$ cat src/verilog/ssd_pkg.sv
package ssd_pkg;
  // Register byte offsets on APB
  localparam logic [7:0] OFF_DATA = 8'h00;
  localparam logic [7:0] OFF_CTRL = 8'h04;
  localparam logic [7:0] OFF_STAT = 8'h08;
  localparam logic [7:0] OFF_IRQ_ST = 8'h0c;
  localparam logic [7:0] OFF_IRQ_MASK = 8'h10;
  // Control register fields
  localparam int CTRL_START = 0;
  localparam int CTRL_MODE_LO = 1;
  localparam int CTRL_INTCLK = 3;
  localparam int CTRL_EDGE = 4;
  localparam int CTRL_LSB = 5;
  localparam logic [1:0] MODE_OFF = 2'h0;
  localparam logic [1:0] MODE_DUPLEX = 2'h3;
  // Status register fields
  localparam int ST_PROG = 0;
  localparam int ST_SHIFT = 1;
  localparam int ST_TBFL = 2;
  localparam int ST_REND = 3;
  localparam int ST_OERR = 4;
  localparam int ST_UERR = 5;
  // Interrupt status fields
  localparam int IRQ_XFER = 0;
  localparam int IRQ_UERR = 1;
  localparam int IRQ_OERR = 2;
  localparam logic [5:0] CTRL_RST = 6'h00;
  localparam logic [5:0] STAT_RST = 6'h00;
  localparam logic [2:0] IRQ_RST = 3'h0;
  localparam logic [7:0] DATA_RST = 8'h00;
  localparam logic [2:0] BIT_LAST = 3'h7;
  localparam int SYNC_STAGES = 2;
  typedef enum logic [1:0] {
    SS_IDLE,
    SS_RUN,
    SS_LAST
  } ssd_state_t;
endpackage

$ cat src/verilog/ssd_sync.sv
`timescale 1ns/10ps
// Two-flop level synchroniser; only the last stage is visible outside
module ssd_sync #(
  parameter int STAGES = 2
) (
  // Clock and reset
  input wire logic pclk,
  input wire logic presetn,
  // Level
  input wire logic d,
  output logic q
);
  logic [STAGES-1:0] sync_ff;
  logic [STAGES-1:0] nxt_sync;

  always_comb begin
    nxt_sync = {sync_ff[STAGES-2:0], d};
  end

  always_ff @(posedge pclk or negedge presetn) begin
    if (!presetn) begin
      sync_ff <= '0;
    end else begin
      sync_ff <= nxt_sync;
    end
  end

  assign q = sync_ff[STAGES-1];
endmodule

$ cat src/verilog/ssd_top.sv
// Added by the designer: the APB register port and the address map.
`timescale 1ns/10ps
module ssd_top (
  // APB
  input wire logic pclk,
  input wire logic presetn,
  input wire logic psel,
  input wire logic penable,
  input wire logic pwrite,
  input wire logic [7:0] paddr,
  input wire logic [31:0] pwdata,
  output logic [31:0] prdata,
  output logic pready,
  output logic pslverr,
  // Serial pins
  input wire logic serial_clock_pin_in,
  output logic serial_clock_pin_out,
  output logic serial_clock_pin_oe,
  input wire logic serial_in_pin,
  output logic serial_out_pin,
  // Interrupt
  output logic transfer_irq
);
  logic sclk_s, sin_s;
  logic sclk_d_ff, nxt_sclk_d;
  logic [5:0] ctrl_ff, nxt_ctrl;
  logic [5:0] stat_ff, nxt_stat;
  logic [2:0] ist_ff, nxt_ist;
  logic [2:0] imask_ff, nxt_imask;
  logic [7:0] wbuf_ff, nxt_wbuf;
  logic [7:0] rbuf_ff, nxt_rbuf;
  logic [7:0] shreg_ff, nxt_shreg;
  logic [7:0] last_tx_ff, nxt_last_tx;
  logic [2:0] bit_ff, nxt_bit;
  logic sout_ff, nxt_sout;
  logic [31:0] prdata_ff, nxt_prdata;
  logic pready_ff, nxt_pready;
  logic pslverr_ff, nxt_pslverr;
  logic irq_ff, nxt_irq;
  logic resend_ff, nxt_resend;
  ssd_pkg::ssd_state_t st_ff, nxt_st;
  logic acc, wr, rd, sh_edge, smp_edge, ext_clk;

  ssd_sync #(.STAGES(ssd_pkg::SYNC_STAGES)) u_sclk (
    .pclk(pclk),
    .presetn(presetn),
    .d(serial_clock_pin_in),
    .q(sclk_s)
  );
  ssd_sync #(.STAGES(ssd_pkg::SYNC_STAGES)) u_sin (
    .pclk(pclk),
    .presetn(presetn),
    .d(serial_in_pin),
    .q(sin_s)
  );

  // One wait state lets read data settle before pready is seen high
  assign acc = psel && penable && !pready_ff;
  assign wr = psel && penable && pwrite && pready_ff;
  assign rd = psel && penable && !pwrite && pready_ff;
  assign ext_clk = !ctrl_ff[ssd_pkg::CTRL_INTCLK];
  // Edge select: 0 shifts out on falling and samples on rising
  assign smp_edge = ctrl_ff[ssd_pkg::CTRL_EDGE] ? (!sclk_s && sclk_d_ff)
                                                 : (sclk_s && !sclk_d_ff);
  assign sh_edge = ctrl_ff[ssd_pkg::CTRL_EDGE] ? (sclk_s && !sclk_d_ff)
                                                : (!sclk_s && sclk_d_ff);

  always_comb begin
    logic [1:0] wmode;
    logic [7:0] txb;
    logic rdbit;
    wmode = pwdata[ssd_pkg::CTRL_MODE_LO +: 2];
    txb = 8'h00;
    rdbit = 1'b0;
    nxt_sclk_d = sclk_s;
    nxt_ctrl = ctrl_ff;
    nxt_stat = stat_ff;
    nxt_ist = ist_ff;
    nxt_imask = imask_ff;
    nxt_wbuf = wbuf_ff;
    nxt_rbuf = rbuf_ff;
    nxt_shreg = shreg_ff;
    nxt_last_tx = last_tx_ff;
    nxt_bit = bit_ff;
    nxt_sout = sout_ff;
    nxt_st = st_ff;
    nxt_resend = resend_ff;
    nxt_pready = 1'b0;
    nxt_pslverr = 1'b0;
    nxt_prdata = prdata_ff;

    // Serial engine; idle state ignores the clock pin
    unique case (st_ff)
      ssd_pkg::SS_IDLE: begin
      end
      ssd_pkg::SS_RUN, ssd_pkg::SS_LAST: begin
        // Underrun counts only once the peer clocks the re-sent copy
        if (resend_ff && (smp_edge || sh_edge)) begin
          nxt_resend = 1'b0;
          nxt_stat[ssd_pkg::ST_UERR] = 1'b1;
          nxt_ist[ssd_pkg::IRQ_UERR] = 1'b1;
        end
        if (smp_edge) begin
          nxt_shreg = ctrl_ff[ssd_pkg::CTRL_LSB] ? {sin_s, shreg_ff[7:1]}
                                                 : {shreg_ff[6:0], sin_s};
          nxt_bit = 3'(bit_ff + 3'h1);
          if (bit_ff == ssd_pkg::BIT_LAST) begin
            nxt_ist[ssd_pkg::IRQ_XFER] = 1'b1;
            if (stat_ff[ssd_pkg::ST_REND]) begin
              // Overrun keeps the older received byte
              nxt_stat[ssd_pkg::ST_OERR] = 1'b1;
              nxt_ist[ssd_pkg::IRQ_OERR] = 1'b1;
            end else begin
              nxt_rbuf = nxt_shreg;
            end
            nxt_stat[ssd_pkg::ST_REND] = 1'b1;
            if (st_ff == ssd_pkg::SS_LAST || !ctrl_ff[ssd_pkg::CTRL_START])
            begin
              nxt_st = ssd_pkg::SS_IDLE;
              nxt_stat[ssd_pkg::ST_PROG] = 1'b0;
              nxt_stat[ssd_pkg::ST_SHIFT] = 1'b0;
              nxt_stat[ssd_pkg::ST_TBFL] = 1'b0;
              if (!ext_clk) begin
                nxt_sout = 1'b1;
              end
            end else begin
              // Reload without waiting for software
              if (stat_ff[ssd_pkg::ST_TBFL]) begin
                txb = wbuf_ff;
                nxt_stat[ssd_pkg::ST_TBFL] = 1'b0;
                nxt_resend = 1'b0;
              end else begin
                txb = last_tx_ff;
                nxt_resend = 1'b1;
              end
              nxt_shreg = txb;
              nxt_last_tx = txb;
            end
          end
        end else if (sh_edge) begin
          nxt_sout = ctrl_ff[ssd_pkg::CTRL_LSB] ? shreg_ff[0] : shreg_ff[7];
        end
      end
    endcase

    // Register writes
    if (wr) begin
      unique case (paddr)
        ssd_pkg::OFF_DATA: begin
          nxt_wbuf = pwdata[7:0];
          if (st_ff == ssd_pkg::SS_IDLE) begin
            nxt_last_tx = pwdata[7:0];
          end else if (resend_ff && !smp_edge && !sh_edge) begin
            // Shifter only holds a re-send copy: the new byte replaces it
            nxt_shreg = pwdata[7:0];
            nxt_last_tx = pwdata[7:0];
            nxt_resend = 1'b0;
          end else begin
            nxt_stat[ssd_pkg::ST_TBFL] = 1'b1;
          end
        end
        ssd_pkg::OFF_CTRL: begin
          if (wmode == ssd_pkg::MODE_OFF) begin
            nxt_ctrl[ssd_pkg::CTRL_START] = 1'b0;
            nxt_ctrl[ssd_pkg::CTRL_MODE_LO +: 2] = ssd_pkg::MODE_OFF;
            nxt_stat = ssd_pkg::STAT_RST;
            nxt_st = ssd_pkg::SS_IDLE;
            nxt_resend = 1'b0;
            nxt_sout = 1'b1;
          end else if (st_ff != ssd_pkg::SS_IDLE) begin
            // Only start may change while running
            if (!pwdata[ssd_pkg::CTRL_START]) begin
              nxt_ctrl[ssd_pkg::CTRL_START] = 1'b0;
              if (stat_ff[ssd_pkg::ST_SHIFT] && bit_ff != 3'h0) begin
                nxt_st = ssd_pkg::SS_LAST;
              end else begin
                nxt_st = ssd_pkg::SS_IDLE;
                nxt_resend = 1'b0;
                nxt_stat[ssd_pkg::ST_PROG] = 1'b0;
                nxt_stat[ssd_pkg::ST_SHIFT] = 1'b0;
                nxt_stat[ssd_pkg::ST_TBFL] = 1'b0;
              end
            end
          end else begin
            nxt_ctrl = pwdata[5:0];
            if (pwdata[ssd_pkg::CTRL_START] && wmode == ssd_pkg::MODE_DUPLEX)
            begin
              nxt_st = ssd_pkg::SS_RUN;
              nxt_stat[ssd_pkg::ST_PROG] = 1'b1;
              nxt_stat[ssd_pkg::ST_SHIFT] = 1'b1;
              nxt_ist[ssd_pkg::IRQ_XFER] = 1'b1;
              nxt_shreg = wbuf_ff;
              nxt_last_tx = wbuf_ff;
              nxt_bit = 3'h0;
              nxt_resend = 1'b0;
            end else begin
              nxt_ctrl[ssd_pkg::CTRL_START] = 1'b0;
            end
          end
        end
        ssd_pkg::OFF_IRQ_ST: begin
          nxt_ist = nxt_ist & ~(ist_ff & pwdata[2:0]);
        end
        ssd_pkg::OFF_IRQ_MASK: begin
          nxt_imask = pwdata[2:0];
        end
        default: begin
        end
      endcase
    end

    // Read data and error settle in the first access cycle
    if (acc) begin
      nxt_pready = 1'b1;
      if (!pwrite) begin
        unique case (paddr)
          ssd_pkg::OFF_DATA: nxt_prdata = {24'h000000, rbuf_ff};
          ssd_pkg::OFF_CTRL: nxt_prdata = {26'h0000000, ctrl_ff};
          ssd_pkg::OFF_STAT: nxt_prdata = {26'h0000000, stat_ff};
          ssd_pkg::OFF_IRQ_ST: nxt_prdata = {29'h00000000, ist_ff};
          ssd_pkg::OFF_IRQ_MASK: nxt_prdata = {29'h00000000, imask_ff};
          default: begin
            nxt_prdata = 32'h00000000;
            nxt_pslverr = 1'b1;
          end
        endcase
      end else if (paddr != ssd_pkg::OFF_DATA && paddr != ssd_pkg::OFF_CTRL
                   && paddr != ssd_pkg::OFF_IRQ_ST
                   && paddr != ssd_pkg::OFF_IRQ_MASK) begin
        nxt_pslverr = 1'b1;
      end
    end

    // Read side effects happen only at the completing edge
    if (rd) begin
      if (paddr == ssd_pkg::OFF_DATA) begin
        rdbit = 1'b1;
      end
      // A same-cycle overrun still wins over the read clear
      if (paddr == ssd_pkg::OFF_STAT &&
          !(nxt_stat[ssd_pkg::ST_OERR] && !stat_ff[ssd_pkg::ST_OERR])) begin
        nxt_stat[ssd_pkg::ST_OERR] = 1'b0;
      end
    end
    if (rdbit && !(smp_edge && bit_ff == ssd_pkg::BIT_LAST &&
                   st_ff != ssd_pkg::SS_IDLE)) begin
      nxt_stat[ssd_pkg::ST_REND] = 1'b0;
    end
    nxt_irq = |(nxt_ist & nxt_imask);
  end

  always_ff @(posedge pclk or negedge presetn) begin
    if (!presetn) begin
      sclk_d_ff <= 1'b0;
      ctrl_ff <= ssd_pkg::CTRL_RST;
      stat_ff <= ssd_pkg::STAT_RST;
      ist_ff <= ssd_pkg::IRQ_RST;
      imask_ff <= ssd_pkg::IRQ_RST;
      wbuf_ff <= ssd_pkg::DATA_RST;
      rbuf_ff <= ssd_pkg::DATA_RST;
      shreg_ff <= ssd_pkg::DATA_RST;
      last_tx_ff <= ssd_pkg::DATA_RST;
      bit_ff <= 3'h0;
      sout_ff <= 1'b1;
      st_ff <= ssd_pkg::SS_IDLE;
      resend_ff <= 1'b0;
      prdata_ff <= 32'h00000000;
      pready_ff <= 1'b0;
      pslverr_ff <= 1'b0;
      irq_ff <= 1'b0;
    end else begin
      sclk_d_ff <= nxt_sclk_d;
      ctrl_ff <= nxt_ctrl;
      stat_ff <= nxt_stat;
      ist_ff <= nxt_ist;
      imask_ff <= nxt_imask;
      wbuf_ff <= nxt_wbuf;
      rbuf_ff <= nxt_rbuf;
      shreg_ff <= nxt_shreg;
      last_tx_ff <= nxt_last_tx;
      bit_ff <= nxt_bit;
      sout_ff <= nxt_sout;
      st_ff <= nxt_st;
      resend_ff <= nxt_resend;
      prdata_ff <= nxt_prdata;
      pready_ff <= nxt_pready;
      pslverr_ff <= nxt_pslverr;
      irq_ff <= nxt_irq;
    end
  end

  // Internal clock generation is outside this block: pin stays idle input
  assign serial_clock_pin_out = 1'b1;
  assign serial_clock_pin_oe = 1'b0;
  assign serial_out_pin = sout_ff;
  assign prdata = prdata_ff;
  assign pready = pready_ff;
  assign pslverr = pslverr_ff;
  assign transfer_irq = irq_ff;

  last_byte_ends_a: assert property (@(posedge pclk) disable iff (!presetn)
    st_ff == ssd_pkg::SS_LAST && smp_edge && bit_ff == ssd_pkg::BIT_LAST
    && !wr |=> st_ff == ssd_pkg::SS_IDLE && !stat_ff[ssd_pkg::ST_SHIFT])
    else $error("reserved stop did not end after byte");
  abort_clears_a: assert property (@(posedge pclk) disable iff (!presetn)
    wr && paddr == ssd_pkg::OFF_CTRL && pwdata[2:1] == ssd_pkg::MODE_OFF
    |=> stat_ff == 6'h00 && sout_ff && !ctrl_ff[ssd_pkg::CTRL_START])
    else $error("forced abort left state");
  start_sets_a: assert property (@(posedge pclk) disable iff (!presetn)
    $rose(stat_ff[ssd_pkg::ST_PROG]) |-> stat_ff[ssd_pkg::ST_SHIFT]
    && ist_ff[ssd_pkg::IRQ_XFER] && st_ff == ssd_pkg::SS_RUN)
    else $error("start did not set flags");
  idle_ignores_a: assert property (@(posedge pclk) disable iff (!presetn)
    st_ff == ssd_pkg::SS_IDLE && !wr |=> $stable(shreg_ff) && $stable(rbuf_ff))
    else $error("shift while stopped");
  stop_flags_a: assert property (@(posedge pclk) disable iff (!presetn)
    $fell(stat_ff[ssd_pkg::ST_PROG]) |-> !stat_ff[ssd_pkg::ST_SHIFT]
    && !stat_ff[ssd_pkg::ST_TBFL])
    else $error("stop left flags set");
  underrun_set_a: assert property (@(posedge pclk) disable iff (!presetn)
    st_ff == ssd_pkg::SS_RUN && ctrl_ff[0] && smp_edge && bit_ff == 3'h7
    && !stat_ff[ssd_pkg::ST_TBFL] && !wr
    |=> resend_ff && shreg_ff == $past(last_tx_ff))
    else $error("underrun reload wrong");
  uerr_on_clock_a: assert property (@(posedge pclk) disable iff (!presetn)
    st_ff != ssd_pkg::SS_IDLE && resend_ff && (smp_edge || sh_edge)
    && !wr |=> stat_ff[ssd_pkg::ST_UERR] && ist_ff[ssd_pkg::IRQ_UERR])
    else $error("underrun not flagged");
  overrun_set_a: assert property (@(posedge pclk) disable iff (!presetn)
    st_ff != ssd_pkg::SS_IDLE && smp_edge && bit_ff == 3'h7 && !wr
    && stat_ff[ssd_pkg::ST_REND] |=> stat_ff[ssd_pkg::ST_OERR]
    && $stable(rbuf_ff))
    else $error("overrun not flagged");
  irq_level_a: assert property (@(posedge pclk) disable iff (!presetn)
    transfer_irq == |(ist_ff & imask_ff))
    else $error("irq output wrong");
endmodule
$ cat config.mk
export PLATFORM = sky130hd
export DESIGN_NAME = ssd_top
export DESIGN_NICKNAME = d
export VERILOG_FILES = /design/src/verilog/ssd_pkg.sv /design/src/verilog/ssd_sync.sv /design/src/verilog/ssd_top.sv
export SDC_FILE = /design/constraint.sdc
export NUM_CORES = 1
export LEC_CHECK = 0
export BUFFER_PORTS_ARGS = -buffer_cell sky130_fd_sc_hd__buf_2
export CAP_MARGIN = 20
export CORE_MARGIN = 5
export CORE_UTILIZATION = 45
export DETAILED_ROUTE_END_ITERATION = 10
export PLACE_DENSITY = 0.67
export RECOVER_POWER = 50
export SLEW_MARGIN = 10
export SYNTH_ARGS = -nofsm -noshare
export SYNTH_HDL_FRONTEND = slang
export SYNTH_SLANG_ARGS = --single-unit
$ cat constraint.sdc
create_clock -name pclk -period 2.4 [get_ports pclk]
set_input_delay 0.48 -clock pclk [delete_from_list [all_inputs] [get_ports pclk]]
set_output_delay 0.48 -clock pclk [all_outputs]
set_load 0.02 [all_outputs]
# Yosys cells after proc, flatten, opt, wreduce, memory -nomap -nowiden
# Index checks and enable logic that the tools add are counted.
[classes]
addsub = 1
eq_ne = 13
mux = 119
bitwise = 8
n_reduce_logical = 48
[op_table]
columns = ["cell", "n"]
rows = [
  ["8-bit 2-to-1 mux", 22],
  ["1-bit 2-to-1 mux", 53],
  ["3-bit 2-to-1 mux", 17],
  ["8-bit case mux with 5 select lines", 1],
  ["2-bit 2-to-1 mux", 17],
  ["8-bit case mux with 2 select lines", 2],
  ["1-bit logical AND", 21],
  ["8-bit by 4-bit equality test with 1-bit output (second input constant)", 2],
  ["6-bit 2-to-1 mux", 2],
  ["1-bit logical NOT", 10],
  ["5-bit 2-to-1 mux", 2],
  ["3-bit bitwise AND", 3],
  ["8-bit by 3-bit equality test with 1-bit output (second input constant)", 1],
  ["8-bit by 5-bit equality test with 1-bit output (second input constant)", 1],
  ["8-bit logical NOT", 1],
  ["8-bit by 3-bit != test with 1-bit output (second input constant)", 1],
  ["8-bit by 4-bit != test with 1-bit output (second input constant)", 1],
  ["8-bit by 5-bit != test with 1-bit output (second input constant)", 1],
  ["4-bit AND reduction", 2],
  ["8-bit nonzero test", 1],
  ["1-bit case mux with 2 select lines", 3],
  ["3-bit AND reduction", 2],
  ["5-bit OR reduction", 1],
  ["2-bit equality test (second input constant)", 2],
  ["14 further kinds", 20],
]
[word_totals]
register_bits = 97
input_bits = 47

# Depth between registers and ports, before layout
# Gate-level depths: netlist (run 1).
[logic_depth]
word_depth = 18
depth_mapped = 9
depth_no_buf = 7

# Hierarchy
# A second synthesis (run 1) with hierarchy kept.
[unflattened]
cells_unflattened = 478
area_unflattened_um2 = 4546.9
[modules_own_cells]
columns = ["module", "instances", "cells_per_inst", "area_each_um2", "seq_area_each_um2"]
rows = [
  ["ssd_top", 1, 474, 4446.8, 1727.9],
  ["ssd_sync", 2, 2, 50.0, 50.0],
]

# Worst setup path after synthesis (run 1)
# Ideal clock, no wire load.
[synth_timing]
path_kind = "register -> register"
startpoint = "reg st_ff[1]"
endpoint = "reg shreg_ff[4]"
setup_ns = 0.124
arrival_ns = 1.960
required_time_ns = 2.276
setup_slack_ns = 0.316
path_stages_with_launch = 9
synth_period_minus_slack_ns = 2.084
cell_sequence = "dfrtp_1 -> inv_1 -> ha_1 -> nand4b_1 -> nand2_2 -> buf_2 -> mux2i_1 -> a21oi_1 -> a211o_1"
[synth_via]
elab_chain_len = 11
[synth_lines]
columns = ["item", "line_no", "source"]
rows = [
  ["from (decl)", "ssd_top.sv:41", "ssd_pkg::ssd_state_t st_ff, nxt_st;"],
  ["from (signal assigned)", "ssd_top.sv:265", "st_ff <= ssd_pkg::SS_IDLE;"],
  ["from (signal assigned)", "ssd_top.sv:283", "st_ff <= nxt_st;"],
  ["2-bit equality test", "ssd_top.sv:93, ssd_top.sv:117", ""],
  ["1-bit logical OR", "ssd_top.sv:117", "if (st_ff == ssd_pkg::SS_LAST || !ctrl_ff[ssd_pkg::CTRL_START])"],
  ["8-bit 2-to-1 mux", "ssd_top.sv:117", ""],
  ["8-bit 2-to-1 mux", "ssd_top.sv:107", "if (bit_ff == ssd_pkg::BIT_LAST) begin"],
  ["8-bit 2-to-1 mux", "ssd_top.sv:103", "if (smp_edge) begin"],
  ["8-bit 2-to-1 mux", "ssd_top.sv:93", "unique case (st_ff)"],
  ["8-bit 2-to-1 mux", "ssd_top.sv:186", "if (pwdata[ssd_pkg::CTRL_START] && wmode == ssd_pkg::MODE_DUPLEX)"],
  ["8-bit 2-to-1 mux", "ssd_top.sv:170", "end else if (st_ff != ssd_pkg::SS_IDLE) begin"],
  ["8-bit 2-to-1 mux", "ssd_top.sv:163", "if (wmode == ssd_pkg::MODE_OFF) begin"],
  ["8-bit case mux with 2 select lines", "ssd_top.sv:148", "unique case (paddr)"],
  ["8-bit 2-to-1 mux (*)", "ssd_top.sv:147", "if (wr) begin"],
  ["via nxt_shreg[4]", "ssd_top.sv:32", "logic [7:0] shreg_ff, nxt_shreg;"],
  ["to (signal assigned)", "ssd_top.sv:261", "shreg_ff <= ssd_pkg::DATA_RST;"],
  ["to (signal assigned)", "ssd_top.sv:279", "shreg_ff <= nxt_shreg;"],
  ["to (decl)", "ssd_top.sv:32", ""],
]
# The timed path passes the listed nets; every way through them passes the cells marked *.
# A chain may end at the register's enable or synchronous reset.

# Final worst setup path (run 1)
[layout_timing]
startpoint = "reg st_ff[1]"
endpoint = "reg irq_ff (netlist: transfer_irq)"
[layout_via]
elab_chain_len = 10
[layout_lines]
columns = ["item", "line_no", "source"]
rows = [
  ["2-bit equality test or 2-bit by 1-bit equality test with 1-bit output (tied branches)", "ssd_top.sv:93", ""],
  ["2-bit OR reduction", "ssd_top.sv:93", ""],
  ["3-bit 2-to-1 mux", "ssd_top.sv:93", ""],
  ["1-bit 2-to-1 mux", "ssd_top.sv:186", ""],
  ["1-bit 2-to-1 mux", "ssd_top.sv:170", ""],
  ["1-bit 2-to-1 mux", "ssd_top.sv:163", ""],
  ["1-bit case mux with 2 select lines", "ssd_top.sv:148", ""],
  ["3-bit 2-to-1 mux (*)", "ssd_top.sv:147", ""],
  ["via nxt_ist[0]", "ssd_top.sv:28", "logic [2:0] ist_ff, nxt_ist;"],
  ["3-bit bitwise AND (*)", "ssd_top.sv:249", "nxt_irq = |(nxt_ist & nxt_imask);"],
  ["3-bit OR reduction (*)", "ssd_top.sv:249", ""],
  ["via nxt_irq", "ssd_top.sv:39", "logic irq_ff, nxt_irq;"],
  ["to (signal assigned)", "ssd_top.sv:288", "irq_ff <= nxt_irq;"],
  ["to (decl)", "ssd_top.sv:39", ""],
]
# Marks and branches as above.

==> reports/qor.txt, run 1 <==
Final RePlAce weighted congestion -> 0.911
Setup crit end kind -> flop
FF-to-FF setup slack -> 0.18 ns
Grt met2 use -> 32.0%
Post-cts resize count -> 0
Hold_sp -> serial_in_pin
Num ports -> 85
Pwr dens -> 692 nW/um^2
Clk_skew -> 0.0135 ns
Setup violations, final -> 0
Clock transition at path regs -> 0.08 ns
Grt peak-use layer -> met2
Ys Warns -> 0
Failing checks -> capacitance limit, slew limit
# Post-CTS Setup Buffers -> 0
Drt pass-1 iters -> 5
Vias per cell -> 5.77
Vias in the first global route -> 3510
Power after layout -> 3380 uW
FF-to-FF End -> transfer_irq
HP Class -> in2reg
Max Slew Vio Count -> 33
Slew Limit Headroom -> -28.9%
CTS Buf Count -> 9
Status -> finished with violations
Final period util -> 92.4%
Initial DRC Count -> 389
Initial antenna violation count -> 0
# DRC -> 0
VDD IR max -> 0.363 mV
Pleak -> 0.00220 uW
Yosys cell types -> 56
Setup Total Neg Slack -> 0 ns
WP data arrival -> 2.46 ns
Port Buffers -> 34
Via Count -> 3683
Largest net degree at the start of global routing -> 42
Synth-to-Final Area Change -> 12.7%
Post-DP HPWL -> 8510 um
Worst skew pair latency -> 0.36 ns
WHS Endpoint -> u_sin.sync_ff[0]
Startpoint Class -> flop
Average size of a mapped cell -> 9.38 sq um
# H-tree levels -> 3
Post-Syn Instances -> 461
ANT nets after route -> 0
Main synth FF type -> dfrtp_1
Crit-path max FO -> 12
Asr flop ratio synth -> 100%
Final hold violations -> 0
Sequential area share after synthesis -> 42.3%
Filler cells -> 884
Max Cap Viol -> 1
Die span in x -> 108 um
Die Footprint -> 11700 sq um
Cell depth of the worst flop-to-flop path -> 7
Tot GR Track Use -> 19.9%
Tightest Pin Transition -> 1.93 ns
Die height -> 108 um
Post-synth EDFFs -> 0
First-pass GRT wire length -> 18100 um
DRT Wirelength -> 11400 um
Core Footprint -> 9330 sq um
Crit Path Class -> reg2reg
Post-cts hold buffer count -> 0
Clock root cell -> clkbuf_8
Reg-to-reg startpoint -> st_ff[1]
CP required -> 2.64 ns
Syn Std Cell Area -> 4330 sq um
Initial Utilization -> 46.4%
# nets final -> 556
Clk sinks -> 73
RSZ-0062 raised after global routing -> no
Met1 Track Usage GR -> 26.9%
Ratio of cells with drive above 1 in the final layout -> 19.1%
Hold Crit Depth -> 1
CTS max path bufs -> 2
CTS tree -> yes
Drt wl/cell -> 17.8 um
Seq cells post-synth -> 73
Remaining Overflow, GRT -> 0
Site row count -> 35
Met3 GRT Util -> 3.46%
Max Freq -> 451 MHz
Ant diodes -> 0
Fin crit period -> 2.22 ns
-- report_power, final --
group / total [uW] / switching, uW / internal (uW)
Clock: 1080 / 489 / 589
Sequential: 1470 / 104 / 1360
Combinational: 831 / 500 / 331
Total: 3380 / 1090 / 2280
-- critical path: stages, from the launching register on --
cell and delay, ns:
dfrtp_1 0.38, inv_1 0.06, ha_1 0.31, nand4bb_1 0.24, nand2_2 0.28, a221oi_1 0.41
a311oi_2 0.09, a221o_1 0.34
-- worst max-delay path by stage --
stage	slack [ns]	startpoint	endpoint	cells after the start
2_1_floorplan	0.32	st_ff[1]	shreg_ff[4]	8
3_5_place_dp	0.08	paddr[1]	last_tx_ff[4]	6
5_1_grt	0.03	st_ff[1]	last_tx_ff[4]	7
6_report	0.18	st_ff[1]	transfer_irq	7
4_1_cts	0.19	st_ff[1]	transfer_irq	7
3_3_place_gp	0.11	paddr[1]	last_tx_ff[6]	6
-- registers in the layout, summed over array words and instances (netlist names), 6 cells and up --
signal      cells
last_tx_ff      8
rbuf_ff         8
shreg_ff        8
ctrl_ff         6
wbuf_ff         8
stat_ff         6
prdata          8
-- per-stage QoR --
step           std cells  hold WS (ns)  util [%]  setup WS (ns)  cell area (sq um)
3_3_place_gp         622         0.332      50.0          0.112               4660
6_report             638         0.233      52.3          0.182               4880
3_5_place_dp         622         0.342      50.0         0.0819               4660
4_1_cts              638        0.0752      52.3          0.189               4880
5_1_grt              638         0.222      52.3         0.0267               4880
2_1_floorplan        485         0.184         -          0.316               4420
-- logic make-up after synthesis --
group | share of synthesized area (%)
and+or+nand+nor | 17.5
AOI/OAI and AO/OA | 18.9
DFF | 42.3
buffers and inverters | 7.87
muxes | 11.3
adders and majority gates | 1.45
xor gates and xnor gates | 0.608
other | 0.174
-- per-layer routing --
metal	part of all wire, %	vias to the layer above
li1	-	1722
met1	45	1790
met2	47	156
met3	7.3	15
met4	1.2	0
met5	0	-
-- synth_stat cells, types with 5 or more instances --
library cell   n  share of area, %
dfrtp_1       72                42
nand2_1       51               4.4
o21ai_0       40               4.6
mux2i_1       32               7.4
a21oi_1       31               3.6
nor2_1        31               2.7
buf_4         26               4.5
clkbuf_1      21               1.8
inv_1         10              0.87
mux2_2         9               2.3
a211o_1        7               1.4
a31oi_1        7               1.0
nand3_1        7              0.81
nand4_1        7               1.0
a221o_1        6               1.4
nor3_1         6              0.69
a221oi_1       5               1.0
and4_1         5               1.0
buf_2          5              0.58
ha_1           5               1.4
nand2b_1       5              0.72
nor3b_1        5              0.87
o2bb2ai_1      5               1.0
-- layout by cell type, fill, tap and decap left out, types with 3 or more instances in the layout --
master and instances:
nand2b_1 5, nor2b_1 3, and3_1 3, or3_1 4, buf_2 33, o21a_1 3
nand2_1 51, a221o_1 6, clkbuf_8 9, nand3_1 7, nand4_1 7, o22ai_1 4
inv_1 10, a22o_1 3, a21oi_1 31, dfrtp_1 72, buf_4 26, and4_1 5
nand3b_1 4, mux2_2 9, a221oi_1 5, o2bb2ai_1 5, nor3b_1 5, a31oi_1 7
a22oi_1 4, nor3_1 6, mux4_2 3, mux2i_1 32, conb_1 26, nor2_1 31
ha_1 5, a211o_1 7, o21ai_0 40
-- area by class of cell --
class,instances,area (sq um),share of cell area [%]
Inverter,10,37.5,0.770
Tap cell,129,161,3.31
Timing Repair Buffer,61,384,7.88
Multi-Input combinational cell,349,2250,46.1
Clock inverter,6,90.1,1.85
Sequential cell,73,1830,37.5
Clock buffer,10,128,2.62
Power figures use the tool's default switching activity.
==> inputs of run 2 (changes only) <==
--- a/config.mk
+++ b/config.mk
@@ -13,3 +13,2 @@
 export PLACE_DENSITY = 0.67
-export RECOVER_POWER = 50
 export SLEW_MARGIN = 10
==> constraint.sdc (replaced) <==
create_clock -name pclk -period 2.4 [get_ports pclk]
set_input_delay 0.6 -clock pclk [delete_from_list [all_inputs] [get_ports pclk]]
set_output_delay 0.6 -clock pclk [all_outputs]
set_load 0.02 [all_outputs]
==> reports/qor.txt, run 2 (synthesis gave the netlist of run 1 again) <==
Setup crit end kind -> flop
Slew Limit Headroom -> 64.0%
Largest net degree at the start of global routing -> 34
Initial Utilization -> 46.4%
Core Footprint -> 9330 sq um
Setup violations, final -> 0
Die height -> 108 um
# DRC -> 0
Final RePlAce weighted congestion -> 0.893
HP Class -> in2async
ANT nets after route -> 0
Clk sinks -> 73
Synth-to-Final Area Change -> 13.9%
Post-DP Area -> 4730 sq um
# nets final -> 565
Ant diodes -> 0
Status -> completed
# H-tree levels -> 3
Tot GR Track Use -> 20.0%
CTS tree -> yes
Slowest cell on crit path -> dfrtp_1
Ratio of cells with drive above 1 in the final layout -> 20.8%
Tightest Pin Transition -> 0.539 ns
VDD IR max -> 0.266 mV
First-pass GRT wire length -> 18100 um
Initial DRC Count -> 314
Max Slew Vio Count -> 0
Delay-heaviest family, CP -> compound AO/OA/AOI/OAI gates
RSZ-0062 raised after global routing -> no
Clk_skew -> 0.0139 ns
CP max stage delay -> 0.35 ns
CTS max path bufs -> 2
Num ports -> 85
Cell depth of the worst setup path -> 8
Pwr dens -> 669 nW/um^2
Clock root cell -> clkbuf_8
Vias per cell -> 5.68
Power after layout -> 3300 uW
Drt wl/cell -> 17.3 um
Die Footprint -> 11700 sq um
FF-to-FF End -> transfer_irq
Via Count -> 3673
Final hold violations -> 0
Pleak -> 0.00225 uW
Reg-to-reg startpoint -> st_ff[0]
Commonest non-fill, non-tap cell in the layout -> dfrtp_1
CP required -> 2.65 ns
Vias in the first global route -> 3604
Cell depth of the worst flop-to-flop path -> 8
# Post-CTS Setup Buffers -> 0
Final period util -> 92.3%
Critical path cell sequence -> inv_1 -> ha_1 -> nand4b_1 -> nand2_2 -> buf_4 -> a31oi_1 -> a41oi_1 -> a221o_1
Max Cap Viol -> 0
WP data arrival -> 2.46 ns
Drt pass-1 iters -> 5
Hold_ws -> 0.183 ns
Final Cell Area -> 4930 sq um
Post-DP HPWL -> 8590 um
Fin crit period -> 2.22 ns
Die span in x -> 108 um
FF-to-FF setup slack -> 0.18 ns
DRT Wirelength -> 11200 um
Setup Total Neg Slack -> 0 ns
Startpoint Class -> flop
Post-cts resize count -> 0
CTS Buf Count -> 9
Initial antenna violation count -> 0
Most frequent cells in the layout -> 72 x dfrtp_1, 51 x nand2_1, 40 x o21ai_0
Worst skew pair latency -> 0.36 ns
Crit Path Class -> reg2reg
Site row count -> 35
Clock transition at path regs -> 0.08 ns
Max Freq -> 451 MHz
Remaining Overflow, GRT -> 0
Post-cts hold buffer count -> 0
Port Buffers -> 34
Crit path buf inv count -> 2
Crit-path max FO -> 12
[run 2: cell type report]
class,instances,area [sq um]
tap,129,161
multi-input combinational,349,2250
inverter,10,37.5
sequential,73,1830
clock inverter,7,75.1
timing repair buffer,70,455
clock buffer,9,124
fill,842,4400
[run 2: stage by stage]
step	cells	setup WS [ns]	utilization, %
4_1_cts	647	0.198	52.8
5_1_grt	647	0.0616	52.8
2_1_floorplan	485	0.232	-
3_3_place_gp	631	0.0251	50.7
6_report	647	0.185	52.8
3_5_place_dp	631	0.00403	50.7
[run 2: per-layer routing]
| layer | GRT usage [%] | vias to the layer above | routed length [um] |
|---|---|---|---|
| li1 | - | 1741 | - |
| met3 | 4.18 | 19 | 843 |
| met1 | 26.1 | 1733 | 4910 |
| met2 | 32.4 | 180 | 5210 |
| met4 | 8.30 | 0 | 236 |
| met5 | 0 | - | 0 |
[run 2: how the worst max path moves through the flow]
stage	startpoint	to	slack, ns
after detailed placement	paddr[1]	transfer_irq	0.004
after floorplan	paddr[1]	transfer_irq	0.23
after CTS	st_ff[0]	transfer_irq	0.20
final	st_ff[0]	transfer_irq	0.18
after global routing	st_ff[0]	transfer_irq	0.06
after global placement	paddr[1]	transfer_irq	0.03
[run 2: report_power, final]
part / switching (uW) / total [uW] / internal [uW]
combinational: 498 / 829 / 331
sequential: 107 / 1470 / 1360
clock: 508 / 998 / 489
